`src/core/sevr_pkg.sv`:
```
// shared constants and types of the status and event reporting block
package sevr_pkg;

    // ****************************************
    // widths
    // ****************************************
    localparam int unsigned EVT_W = 8;

    // ****************************************
    // standard event register bit positions
    // ****************************************
    localparam int unsigned SE_POWER = 7;
    localparam int unsigned SE_CMD   = 5;
    localparam int unsigned SE_EXEC  = 4;
    localparam int unsigned SE_QUERY = 2;
    localparam int unsigned SE_DONE  = 0;

    // ****************************************
    // status byte bit positions
    // ****************************************
    localparam int unsigned SB_MEAS  = 0;
    localparam int unsigned SB_PROBE = 1;
    localparam int unsigned SB_MAV   = 4;
    localparam int unsigned SB_ESB   = 5;
    localparam int unsigned SB_MSS   = 6;

    // ****************************************
    // implemented bits and values after reset
    // ****************************************
    localparam logic [7:0] SE_VALID   = 8'hb5;
    localparam logic [7:0] MEAS_VALID = 8'h7f;
    localparam logic [7:0] PROBE_VALID = 8'h0f;
    localparam logic [7:0] SB_VALID   = 8'h33;
    localparam logic [7:0] SE_RST     = 8'h80;
    localparam logic [7:0] EVT_RST    = 8'h00;
    localparam logic [7:0] MASK_RST   = 8'h00;

    // ****************************************
    // remote and local control states
    // ****************************************
    typedef enum logic [3:0] {
        rl_local       = 4'b0001,
        rl_remote      = 4'b0010,
        rl_local_lock  = 4'b0100,
        rl_remote_lock = 4'b1000
    } sevr_rl_e;

endpackage

```
`src/core/sevr_event_reg.sv`:
```
// one clear-on-read event register with its enable mask
`timescale 1ns/1ps
module sevr_event_reg #(
    parameter int unsigned W     = 8,
    parameter logic [W-1:0] VALID = '1,
    parameter logic [W-1:0] RST   = '0,
    parameter logic [W-1:0] MRST  = '0
) (
    // clock and reset
    input  wire logic         sys_clk,
    input  wire logic         resetn,
    // events and clears
    input  wire logic [W-1:0] set_bits,
    input  wire logic         clear,
    // mask write
    input  wire logic         mask_we,
    input  wire logic [W-1:0] mask_wdata,
    // state
    output logic      [W-1:0] flags_q,
    output logic      [W-1:0] mask_q,
    output logic              summary
);
    logic [W-1:0] flags_d;
    logic [W-1:0] mask_d;

    // set wins over a clear in the same cycle
    assign flags_d = ((flags_q & ~{W{clear}}) | set_bits) & VALID;
    assign mask_d  = mask_we ? mask_wdata : mask_q;
    assign summary = |(flags_q & mask_q & VALID);

    always_ff @(posedge sys_clk or negedge resetn) begin
        if (!resetn) begin
            flags_q <= RST;
            mask_q  <= MRST;
        end else begin
            flags_q <= flags_d;
            mask_q  <= mask_d;
        end
    end
endmodule

```
`src/core/sevr_iface_msg.sv`:
```
// bus interface messages: remote and local states, clears, trigger
`timescale 1ns/1ps
module sevr_iface_msg
    import sevr_pkg::*;
(
    // clock and reset
    input  wire logic sys_clk,
    input  wire logic resetn,
    // interface messages
    input  wire logic gtl_msg,
    input  wire logic llo_msg,
    input  wire logic dcl_msg,
    input  wire logic sdc_msg,
    input  wire logic get_msg,
    // remote enable line and addressing
    input  wire logic remote_enter,
    input  wire logic ren_released,
    // front panel
    input  wire logic local_key,
    // results
    output logic      remote_q,
    output logic      keys_enable_q,
    output logic      local_key_enable_q,
    output logic      ibuf_clear_q,
    output logic      trigger_q
);
    sevr_rl_e rl_q;
    sevr_rl_e rl_d;

    always_comb begin
        rl_d = rl_q;
        case (rl_q)
            rl_local: begin
                if (llo_msg) rl_d = rl_local_lock;
                else if (remote_enter && !gtl_msg) rl_d = rl_remote;
            end
            rl_remote: begin
                if (llo_msg && gtl_msg) rl_d = rl_local_lock;
                else if (llo_msg) rl_d = rl_remote_lock;
                else if (gtl_msg || local_key) rl_d = rl_local;
            end
            rl_local_lock: begin
                if (remote_enter && !gtl_msg) rl_d = rl_remote_lock;
            end
            rl_remote_lock: begin
                // local key is dead here, only the controller frees it
                if (gtl_msg) rl_d = rl_local_lock;
            end
            default: rl_d = rl_local;
        endcase
        if (ren_released) rl_d = rl_local;
    end

    always_ff @(posedge sys_clk or negedge resetn) begin
        if (!resetn) begin
            rl_q               <= rl_local;
            remote_q           <= 1'b0;
            keys_enable_q      <= 1'b1;
            local_key_enable_q <= 1'b0;
            ibuf_clear_q       <= 1'b0;
            trigger_q          <= 1'b0;
        end else begin
            rl_q               <= rl_d;
            remote_q           <= (rl_d == rl_remote) ||
                                  (rl_d == rl_remote_lock);
            keys_enable_q      <= (rl_d == rl_local);
            local_key_enable_q <= (rl_d == rl_remote);
            ibuf_clear_q       <= dcl_msg || sdc_msg;
            trigger_q          <= get_msg;
        end
    end
endmodule

```
`src/core/sevr_top.sv`:
```
// status byte, event registers and interface message handling
//
// Contract
// - enabled standard events set status bit 5
// - standard events clear on clear, query, power-on
// - power-on or outage recovery sets bit 7
// - command error sets bit 5, skip to terminator
// - execution failure sets standard event bit 4
// - queue errors set bit 2, clear queue
// - operation complete sets bit 0 after prior work
// - enable mask bit passes matching event bit
// - two extra event registers with own masks
// - enabled device events set status bits 0, 1
// - device events clear on clear, own query
// - measurement events bits 6 to 0 mapped
// - probe fault events bits 3 to 0 mapped
// - events read-only, masks written and read
// - device clear empties input and output queues
// - group trigger runs exactly one sample
// - go to local leaves remote state
// - local lockout disables every front key
// - enabled status bits give summary and request
// - clear status spares message available bit
// - status bit 4 follows output queue data
`timescale 1ns/1ps
module sevr_top (
    // clock and reset
    input  wire logic       sys_clk,
    input  wire logic       resetn,
    // power supervision
    input  wire logic       power_restored,
    // command parser events
    input  wire logic       cmd_error,
    input  wire logic       exec_error,
    input  wire logic       terminator_seen,
    input  wire logic       complete_cmd,
    input  wire logic       prior_done,
    input  wire logic       cls_cmd,
    // output queue status
    input  wire logic       oq_not_empty,
    input  wire logic       oq_read_empty,
    input  wire logic       oq_overflow,
    input  wire logic       oq_data_lost,
    input  wire logic       cmd_while_data,
    // measurement events
    input  wire logic       out_of_range_fault,
    input  wire logic       measurement_fault,
    input  wire logic       comparator_high,
    input  wire logic       comparator_in_band,
    input  wire logic       comparator_low,
    input  wire logic       conversion_done,
    input  wire logic       measurement_done,
    // probe fault events
    input  wire logic       voltage_monitor_fault,
    input  wire logic       current_monitor_fault,
    input  wire logic       contact_fault_high_side,
    input  wire logic       contact_fault_low_side,
    // register writes
    input  wire logic [7:0] wr_data,
    input  wire logic       sre_write,
    input  wire logic       standard_mask_write,
    input  wire logic       measurement_mask_write,
    input  wire logic       probe_fault_mask_write,
    // register queries
    input  wire logic       stb_query,
    input  wire logic       sre_query,
    input  wire logic       standard_event_query,
    input  wire logic       standard_mask_query,
    input  wire logic       measurement_event_query,
    input  wire logic       measurement_mask_query,
    input  wire logic       probe_fault_event_query,
    input  wire logic       probe_fault_mask_query,
    input  wire logic       serial_poll,
    // interface messages
    input  wire logic       gtl_msg,
    input  wire logic       llo_msg,
    input  wire logic       dcl_msg,
    input  wire logic       sdc_msg,
    input  wire logic       get_msg,
    input  wire logic       remote_enter,
    input  wire logic       ren_released,
    input  wire logic       local_key,
    // responses
    output logic      [7:0] resp_data_q,
    output logic            resp_valid_q,
    // status and service request
    output logic      [7:0] status_byte_q,
    output logic            srq_q,
    // queue and parser control
    output logic            oq_clear_q,
    output logic            ibuf_clear_q,
    output logic            discard_q,
    output logic            trigger_q,
    // front panel control
    output logic            remote_q,
    output logic            keys_enable_q,
    output logic            local_key_enable_q
);
    import sevr_pkg::*;

    // ****************************************
    // event sources
    // ****************************************
    logic [7:0] se_set;
    logic [7:0] meas_set;
    logic [7:0] probe_set;
    logic       qerr_any;
    logic       done_fire;
    logic       done_pending_q;
    logic       done_pending_d;

    assign qerr_any = oq_read_empty || oq_overflow ||
                      oq_data_lost || cmd_while_data;
    // completion waits for every earlier message to finish
    assign done_fire = (done_pending_q || complete_cmd) && prior_done;
    assign done_pending_d = (done_pending_q || complete_cmd) && !prior_done;

    assign se_set = {power_restored, 1'b0, cmd_error, exec_error,
                     1'b0, qerr_any, 1'b0, done_fire};
    assign meas_set = {1'b0, out_of_range_fault, measurement_fault,
                       comparator_high, comparator_in_band,
                       comparator_low, conversion_done,
                       measurement_done};
    assign probe_set = {4'h0, voltage_monitor_fault,
                        current_monitor_fault,
                        contact_fault_high_side,
                        contact_fault_low_side};

    // ****************************************
    // event registers
    // ****************************************
    logic [7:0] se_flags;
    logic [7:0] se_mask;
    logic [7:0] meas_flags;
    logic [7:0] meas_mask;
    logic [7:0] probe_flags;
    logic [7:0] probe_mask;
    logic       esb;
    logic       meas_sum;
    logic       probe_sum;

    // power-on leaves only the power flag standing
    sevr_event_reg #(
        .W     (EVT_W),
        .VALID (SE_VALID),
        .RST   (SE_RST),
        .MRST  (MASK_RST)
    ) u_standard (
        .sys_clk    (sys_clk),
        .resetn     (resetn),
        .set_bits   (se_set),
        .clear      (cls_cmd || standard_event_query),
        .mask_we    (standard_mask_write),
        .mask_wdata (wr_data),
        .flags_q    (se_flags),
        .mask_q     (se_mask),
        .summary    (esb)
    );

    sevr_event_reg #(
        .W     (EVT_W),
        .VALID (MEAS_VALID),
        .RST   (EVT_RST),
        .MRST  (MASK_RST)
    ) u_measurement (
        .sys_clk    (sys_clk),
        .resetn     (resetn),
        .set_bits   (meas_set),
        .clear      (cls_cmd || measurement_event_query),
        .mask_we    (measurement_mask_write),
        .mask_wdata (wr_data),
        .flags_q    (meas_flags),
        .mask_q     (meas_mask),
        .summary    (meas_sum)
    );

    sevr_event_reg #(
        .W     (EVT_W),
        .VALID (PROBE_VALID),
        .RST   (EVT_RST),
        .MRST  (MASK_RST)
    ) u_probe_fault (
        .sys_clk    (sys_clk),
        .resetn     (resetn),
        .set_bits   (probe_set),
        .clear      (cls_cmd || probe_fault_event_query),
        .mask_we    (probe_fault_mask_write),
        .mask_wdata (wr_data),
        .flags_q    (probe_flags),
        .mask_q     (probe_mask),
        .summary    (probe_sum)
    );

    // ****************************************
    // status byte and service request
    // ****************************************
    logic [7:0] sre_q;
    logic [7:0] sre_d;
    logic [7:0] stb_raw;
    logic [7:0] stb_full;
    logic       mss;
    logic       mss_q;
    logic       srq_d;

    // clear status empties the sources, the queue bit stays live
    assign stb_raw = {2'b00, esb, oq_not_empty, 2'b00,
                      probe_sum, meas_sum};
    assign mss = |(stb_raw & sre_q & SB_VALID);
    assign stb_full = stb_raw | ({7'h00, mss} << SB_MSS);
    assign sre_d = sre_write ? wr_data : sre_q;
    // request raised on the summary's rising edge, set beats poll
    assign srq_d = (mss && !mss_q) ||
                   (srq_q && !serial_poll && !cls_cmd);

    // ****************************************
    // query responses
    // ****************************************
    logic [7:0] resp_d;
    logic       resp_v;

    assign resp_v = stb_query || sre_query || standard_event_query ||
                    standard_mask_query || measurement_event_query ||
                    measurement_mask_query || probe_fault_event_query ||
                    probe_fault_mask_query || serial_poll;
    // poll shows the request bit where the query shows the summary
    assign resp_d = serial_poll             ? {1'b0, srq_q, stb_raw[5:0]} :
                    stb_query               ? stb_full :
                    sre_query               ? sre_q :
                    standard_event_query    ? se_flags :
                    standard_mask_query     ? se_mask :
                    measurement_event_query ? meas_flags :
                    measurement_mask_query  ? meas_mask :
                    probe_fault_event_query ? probe_flags :
                    probe_fault_mask_query  ? probe_mask :
                    resp_data_q;

    // ****************************************
    // registers
    // ****************************************
    always_ff @(posedge sys_clk or negedge resetn) begin
        if (!resetn) begin
            sre_q         <= MASK_RST;
            mss_q         <= 1'b0;
            srq_q         <= 1'b0;
            status_byte_q <= 8'h00;
            done_pending_q <= 1'b0;
            resp_data_q   <= 8'h00;
            resp_valid_q  <= 1'b0;
            oq_clear_q    <= 1'b0;
            discard_q     <= 1'b0;
        end else begin
            sre_q         <= sre_d;
            mss_q         <= mss;
            srq_q         <= srq_d;
            status_byte_q <= stb_full;
            done_pending_q <= done_pending_d;
            resp_data_q   <= resp_d;
            resp_valid_q  <= resp_v;
            oq_clear_q    <= qerr_any || dcl_msg || sdc_msg;
            discard_q     <= cmd_error ||
                             (discard_q && !terminator_seen);
        end
    end

    // ****************************************
    // interface messages
    // ****************************************
    sevr_iface_msg u_iface (
        .sys_clk            (sys_clk),
        .resetn             (resetn),
        .gtl_msg            (gtl_msg),
        .llo_msg            (llo_msg),
        .dcl_msg            (dcl_msg),
        .sdc_msg            (sdc_msg),
        .get_msg            (get_msg),
        .remote_enter       (remote_enter),
        .ren_released       (ren_released),
        .local_key          (local_key),
        .remote_q           (remote_q),
        .keys_enable_q      (keys_enable_q),
        .local_key_enable_q (local_key_enable_q),
        .ibuf_clear_q       (ibuf_clear_q),
        .trigger_q          (trigger_q)
    );
endmodule

```
`config.mk`:
```
export PLATFORM = sky130hd
export DESIGN_NAME = sevr_top
export DESIGN_NICKNAME = d
export VERILOG_FILES = /design/src/core/sevr_pkg.sv /design/src/core/sevr_event_reg.sv /design/src/core/sevr_iface_msg.sv /design/src/core/sevr_top.sv
export SDC_FILE = /design/constraint.sdc
export NUM_CORES = 1
export LEC_CHECK = 0
export ABC_AREA = 0
export BUFFER_PORTS_ARGS = -buffer_cell sky130_fd_sc_hd__buf_2
export CORE_UTILIZATION = 36
export DETAILED_ROUTE_END_ITERATION = 8
export SLEW_MARGIN = 20
export SYNTH_ARGS = -nofsm -noshare
export SYNTH_HDL_FRONTEND = slang
export SYNTH_SLANG_ARGS = --single-unit
```
`constraint.sdc`:
```
create_clock -name sys_clk -period 4.4 [get_ports sys_clk]
set_clock_uncertainty 0.2 [all_clocks]
set_input_delay 0.88 -clock sys_clk [delete_from_list [all_inputs] [get_ports sys_clk]]
set_output_delay 0.88 -clock sys_clk [all_outputs]
set_load 0.01 [all_outputs]
```
# --- After elaboration in Yosys (flattened, before gate mapping) ---
# Index checks and enable logic that the tools add are counted.
word_totals:
  regBits: 78
  inputBits: 54
  out_inout_bits: 25
  word_cells: 101
classes:
  n_eq_ne: 7
  mux: 18
  n_bitwise: 14
  n_reduce_logical: 41
ops:
  columns: ["operator", "n"]
  rows:
  - ["$mux 8", 9]
  - ["$mux 4", 8]
  - ["$logic_or 1x1->1", 22]
  - ["$and 8x8->8", 2]
  - ["$pmux 4 s4", 1]
  - ["$and 7x7->7", 2]
  - ["$reduce_bool 9->1", 1]
  - ["$and 4x4->4", 2]
  - ["$eq 4x1->1 const B", 2]
  - ["$eq 4x2->1 const B", 2]
  - ["$eq 4x4->1 const B", 2]
  - ["$logic_and 1x1->1", 8]
  - ["$not 8->8", 1]
  - ["$or 8x8->8", 1]
  - ["$reduce_or 4->1", 2]
  - ["$not 7->7", 1]
  - ["$or 6x7->7", 1]
  - ["$or 7x7->7", 1]
  - ["$reduce_or 7->1", 1]
  - ["$and 6x6->6", 1]
  - ["$logic_not 1->1", 6]
  - ["$reduce_or 5->1", 1]
  - ["$eq 4x3->1 const B", 1]
  - ["$not 4->4", 1]
  - ["$or 4x4->4", 1]

# --- Longest topological paths before layout ---
depth:
  word_depth: 9
  depth_mapped: 6
  mapped_depth_nobuf: 5

# --- By module ---
# A second synthesis with hierarchy kept.
hier_totals:
  cells_unflattened: 321
  area_unflattened_um2: 3713.6
by_module_without_submodules:
  columns: ["mod", "n_inst", "cells_each", "area_per_inst_um2", "seq_area_each_um2"]
  rows:
  - ["sevr_top", 1, 173, 1611.5, 650.6]
  - ["sevr_event_reg at u_measurement", 1, 38, 604.3, 375.4]
  - ["sevr_event_reg at u_standard", 1, 35, 546.8, 326.6]
  - ["sevr_event_reg at u_probe_fault", 1, 34, 518.0, 300.3]
  - ["sevr_iface_msg", 1, 41, 432.9, 227.7]

# --- Worst setup path before layout ---
# No wires, ideal clock.
synth_path:
  path_kind: "input to register"
  startpoint: "in sre_query"
  endpoint: "reg resp_data_q[6]"
  setup_time_ns: 0.076
  t_arrival_ns: 1.997
  required_time_ns: 4.124
  setup_slack_ns: 2.127
  cell_stages: 5
  path_buffers: 1
  path_cell_list: "buf_6 > or2_4 > o41ai_2 > or3b_1 > o21ai_1"
synth_via:
  elab_chain_len: 3
  elab_cells_between_ends: 4
  classes_between: "mux: 3; reduce/logical: 1"
synth_rtl:
  columns: ["element", "line_no", "text"]
  rows:
  - ["start: declaration", "sevr_top.sv:66", "input wire logic sre_query,"]
  - ["$mux 8", "sevr_top.sv:228", "sre_query ? sre_q :"]
  - ["$mux 8", "sevr_top.sv:227", "stb_query ? stb_full :"]
  - ["$mux 8", "sevr_top.sv:226", "assign resp_d = serial_poll ? {1'b0, srq_q, stb_raw[5:0]} :"]
  - ["end signal: assignment", "sevr_top.sv:257", "resp_data_q <= resp_d;"]
  - ["end: declaration", "sevr_top.sv:84", "output logic [7:0] resp_data_q,"]
# Several ways; a longest one is shown, not always the timed one.
# A chain may end at the register's enable or synchronous reset.

# --- Final worst setup path ---
layout_path:
  startpoint: "in stb_query"
  endpoint: "reg resp_data_q[6]"
layout_via:
  elab_chain_len: 2
  elab_cells_between_ends: 3
  classes_between: "mux: 2; reduce/logical: 1"
layout_rtl:
  columns: ["element", "line_no", "text"]
  rows:
  - ["start: declaration", "sevr_top.sv:65", "input wire logic stb_query,"]
  - ["$mux 8", "sevr_top.sv:227", null]
  - ["$mux 8", "sevr_top.sv:226", null]
# Several ways; a longest one is shown, not always the timed one.

==> flow_summary.ini <==
[sta]
hold_viol = 0
timing.final.ws_setup_ps = 2020
tightest_slew_ps = 934
period_share = 0.541
setup_violations = 0
finalCriticalPeriod_ps = 2380
max_slew_margin = 0.377
holdWs_ps = 277
drv_slew = 0
rsz0062_at_grt = false
fmax_mhz = 420
setup_tns_ps = 0

[floorplan]
io_pins = 79
die_width_um = 99.7
rows = 35
die_h_um = 99.7
core-area_um2 = 9240
initial_utilization = 0.372
die-area_um2 = 9940

[clock_tree]
clock-root-buffer = clkbuf_8
clk_path_buf_depth = 2
cts_tree = built
postCtsSetupBuffers = 0
clock_latency_ps = 340
h-tree-depth = 3
clk_pin_slew_ps = 70
cts_num_sinks = 75
cts_resized = 0
cts_inserted_buffers = 9
hold_buffers = 0

[setup_path]
cp_slowest_cell = nor4_4
crit_family = simple AND/OR/NAND/NOR gates
critical_path_required_ps = 4430
cp_max_fo = 17
arrival_ps = 2410
critPathCaptureType = flip-flop
slowest_delay_ps = 620
critPathKind = input port to flip-flop
start_kind = input port
path_buf_inv = 1
crit_chain = buf_2 > nor2_1 > nand3_2 > nor4_4 > or3b_1 > o21ai_1

[synthesis]
synth.avg_cell_area_um2 = 11.8
synth-edff-count = 0
synth_top_area_cell = dfrtp_1
synthArstFlopShare = 1.00
synth_flop_cell = dfrtp_1
yosys.cell_types.count = 59
synth_cells = 292
synth_seq_cells = 75
synthTopCellsByArea = dfrtp_1, mux2_2, a21o_1, dfstp_2, nand2_1
syn_area_um2 = 3440
seq_area_frac_synth = 0.547
synth_warnings = 0
yosysTopAreaCellShare = 0.524

[place]
io_buffers = 75
dp_cells = 479
place_ws_ps = 1670
gp_congestion = 0.810
place_area_um2 = 3860
dpl.hpwl_um = 5950

[power_and_ir_drop]
irDropWorstVdd_mv = 0.137
pwr-share-clk = 0.337
p_leak_nw = 1.81
power_density_nw_per_um2 = 384
p_sw_mw = 0.422
pwr-share-seq = 0.516
swShare = 0.270
power.total_mw = 1.56
p_comb_frac = 0.148
internal-power_mw = 1.14

[global_route]
grt_pass1_wl_um = 12900
grt_max_degree = 76
grt_pass1_vias = 2422
grt_overflow = 0
antenna_found_initial = 0
track_usage = 0.170

[run_status]
status = finished, final reports clean

[min_path]
hold_path.class = flip-flop to flip-flop

[routing]
routed_wirelength_um = 7970
wl_per_cell_um = 16.1
drc = 0
num_vias = 2537
dr.pass1.iters = 4
routed_via_density = 5.13
drt_iter0_drc = 128
ant_nets = 0

[final_layout]
fin_nets = 415
fin_area_um2 = 4060
area_delta_synth_final_pct = 18.1
num_antenna_cells = 0
fill_cells = 899
utilization = 0.439
drive_gt1_frac = 0.383
final_cells = 495

[job]
drv_cap = 0
## placed cells by master (no fill, tap or decap), types with 2 or more instances in the layout
master	instances
buf_2	74
dfrtp_1	72
mux2_2	33
nand2_1	20
nor2_1	16
a21o_1	15
a21oi_1	13
inv_1	10
clkbuf_8	10
a22oi_1	9
o31ai_1	7
o21ai_0	6
nand2b_1	5
nor2b_1	4
a221oi_1	4
o21ai_1	3
nor3b_1	3
nor3_1	3
conb_1	3
clkinv_2	3
dfstp_2	3
a211o_1	2
nand3_1	2
a31oi_1	2
a31o_2	2
a222oi_1	2
o22ai_1	2
a221o_2	2
mux2i_1	2
o211ai_1	2
## registers in the layout, indices dropped and copies added, names as in the netlist
register                    count
discard_q                       1
status_byte_q                   5
u_iface.ibuf_clear_q            1
done_pending_q                  1
oq_clear_q                      1
u_standard.mask_q               8
sre_q                           8
resp_data_q                     8
u_iface.rl_q                    4
u_measurement.flags_q           7
resp_valid_q                    1
u_probe_fault.flags_q           4
u_measurement.mask_q            8
u_iface.keys_enable_q           1
u_iface.remote_q                1
srq_q                           1
u_standard.flags_q              5
u_iface.trigger_q               1
u_iface.local_key_enable_q      1
u_probe_fault.mask_q            8
## worst register-to-register path: stages, from the launching register on
cell,delay (ps)
dfstp_2,640
xor2_2,220
nand2_1,80
a211o_1,360
nor4b_2,320
or2_1,140
## Yosys cell counts, drive strengths merged, types with 2 or more instances
cell type,instances
nor4b,2
nor2b,4
dfstp,3
a31oi,2
mux2,34
a221o,2
o21ai,9
nor2,17
a21oi,13
or2,3
a221oi,4
a21o,15
xor2,2
o22ai,2
a211o,2
o211ai,2
mux2i,2
a31o,2
nor3b,3
clkbuf,7
and2b,2
nand2,20
nor4,3
nand3,3
a22oi,9
nor3,3
o41ai,2
o31ai,7
a222oi,2
buf,12
inv,10
nand2b,5
dfrtp,72
## area by class of cell
cell class / instances / area, µm² / share of cell area
clock buffer: 11 / 141 / 0.0348
clock inverter: 5 / 52.6 / 0.0129
inverter: 10 / 37.5 / 0.00925
multi-input combinational: 190 / 1410 / 0.347
sequential: 75 / 1880 / 0.463
tap: 129 / 161 / 0.0398
timing repair buffer: 75 / 378 / 0.0931
## kinds of logic (layout without fill, tap and decap cells)
| logic type | Yosys count | after routing | synth area share |
|---|---|---|---|
| compound gates | 81 | 81 | 0.172 |
| simple gates | 68 | 68 | 0.110 |
| mux | 36 | 36 | 0.117 |
| xor+xnor | 2 | 2 | 0.00729 |
| other cells | 1 | 3 | 0.00109 |
| flops | 75 | 75 | 0.547 |
| buf+inv | 29 | 101 | 0.0452 |
## layer usage
metal  up-vias  part of all wire  track usage  wire, µm
li1       1192                 -            -         -
met1      1248              0.47        0.235      3720
met2        85              0.47        0.262      3710
met3        12             0.051       0.0302       403
met4         0             0.017       0.0724       137
met5         -                 0            0         0
## power by group through the flow
stage / clock (mW) / combinational (mW) / sequential [mW]
5_1_grt: 0.572 / 0.256 / 0.814
3_5_place_dp: 0 / 0.232 / 0.818
6_report: 0.525 / 0.230 / 0.805
4_1_cts: 0.540 / 0.233 / 0.805
3_3_place_gp: 0 / 0.228 / 0.817
2_1_floorplan: 0 / 0.149 / 0.804
## final timing paths
kind                                      endpoint  depth (start not counted)       startpoint  slack, ps
max                                 resp_data_q[6]                          6        stb_query       2020
min                                 resp_data_q[4]                          2   resp_data_q[4]        280
max reg2reg                       u_iface.remote_q                          5  u_iface.rl_q[0]       2390
min reg2reg                         resp_data_q[4]                          2   resp_data_q[4]        280
max in group asynchronous  u_measurement.mask_q[7]                          1           resetn       2930
min in group asynchronous         status_byte_q[6]                          1           resetn        480
No activity file was read; power rests on OpenSTA's default activity.
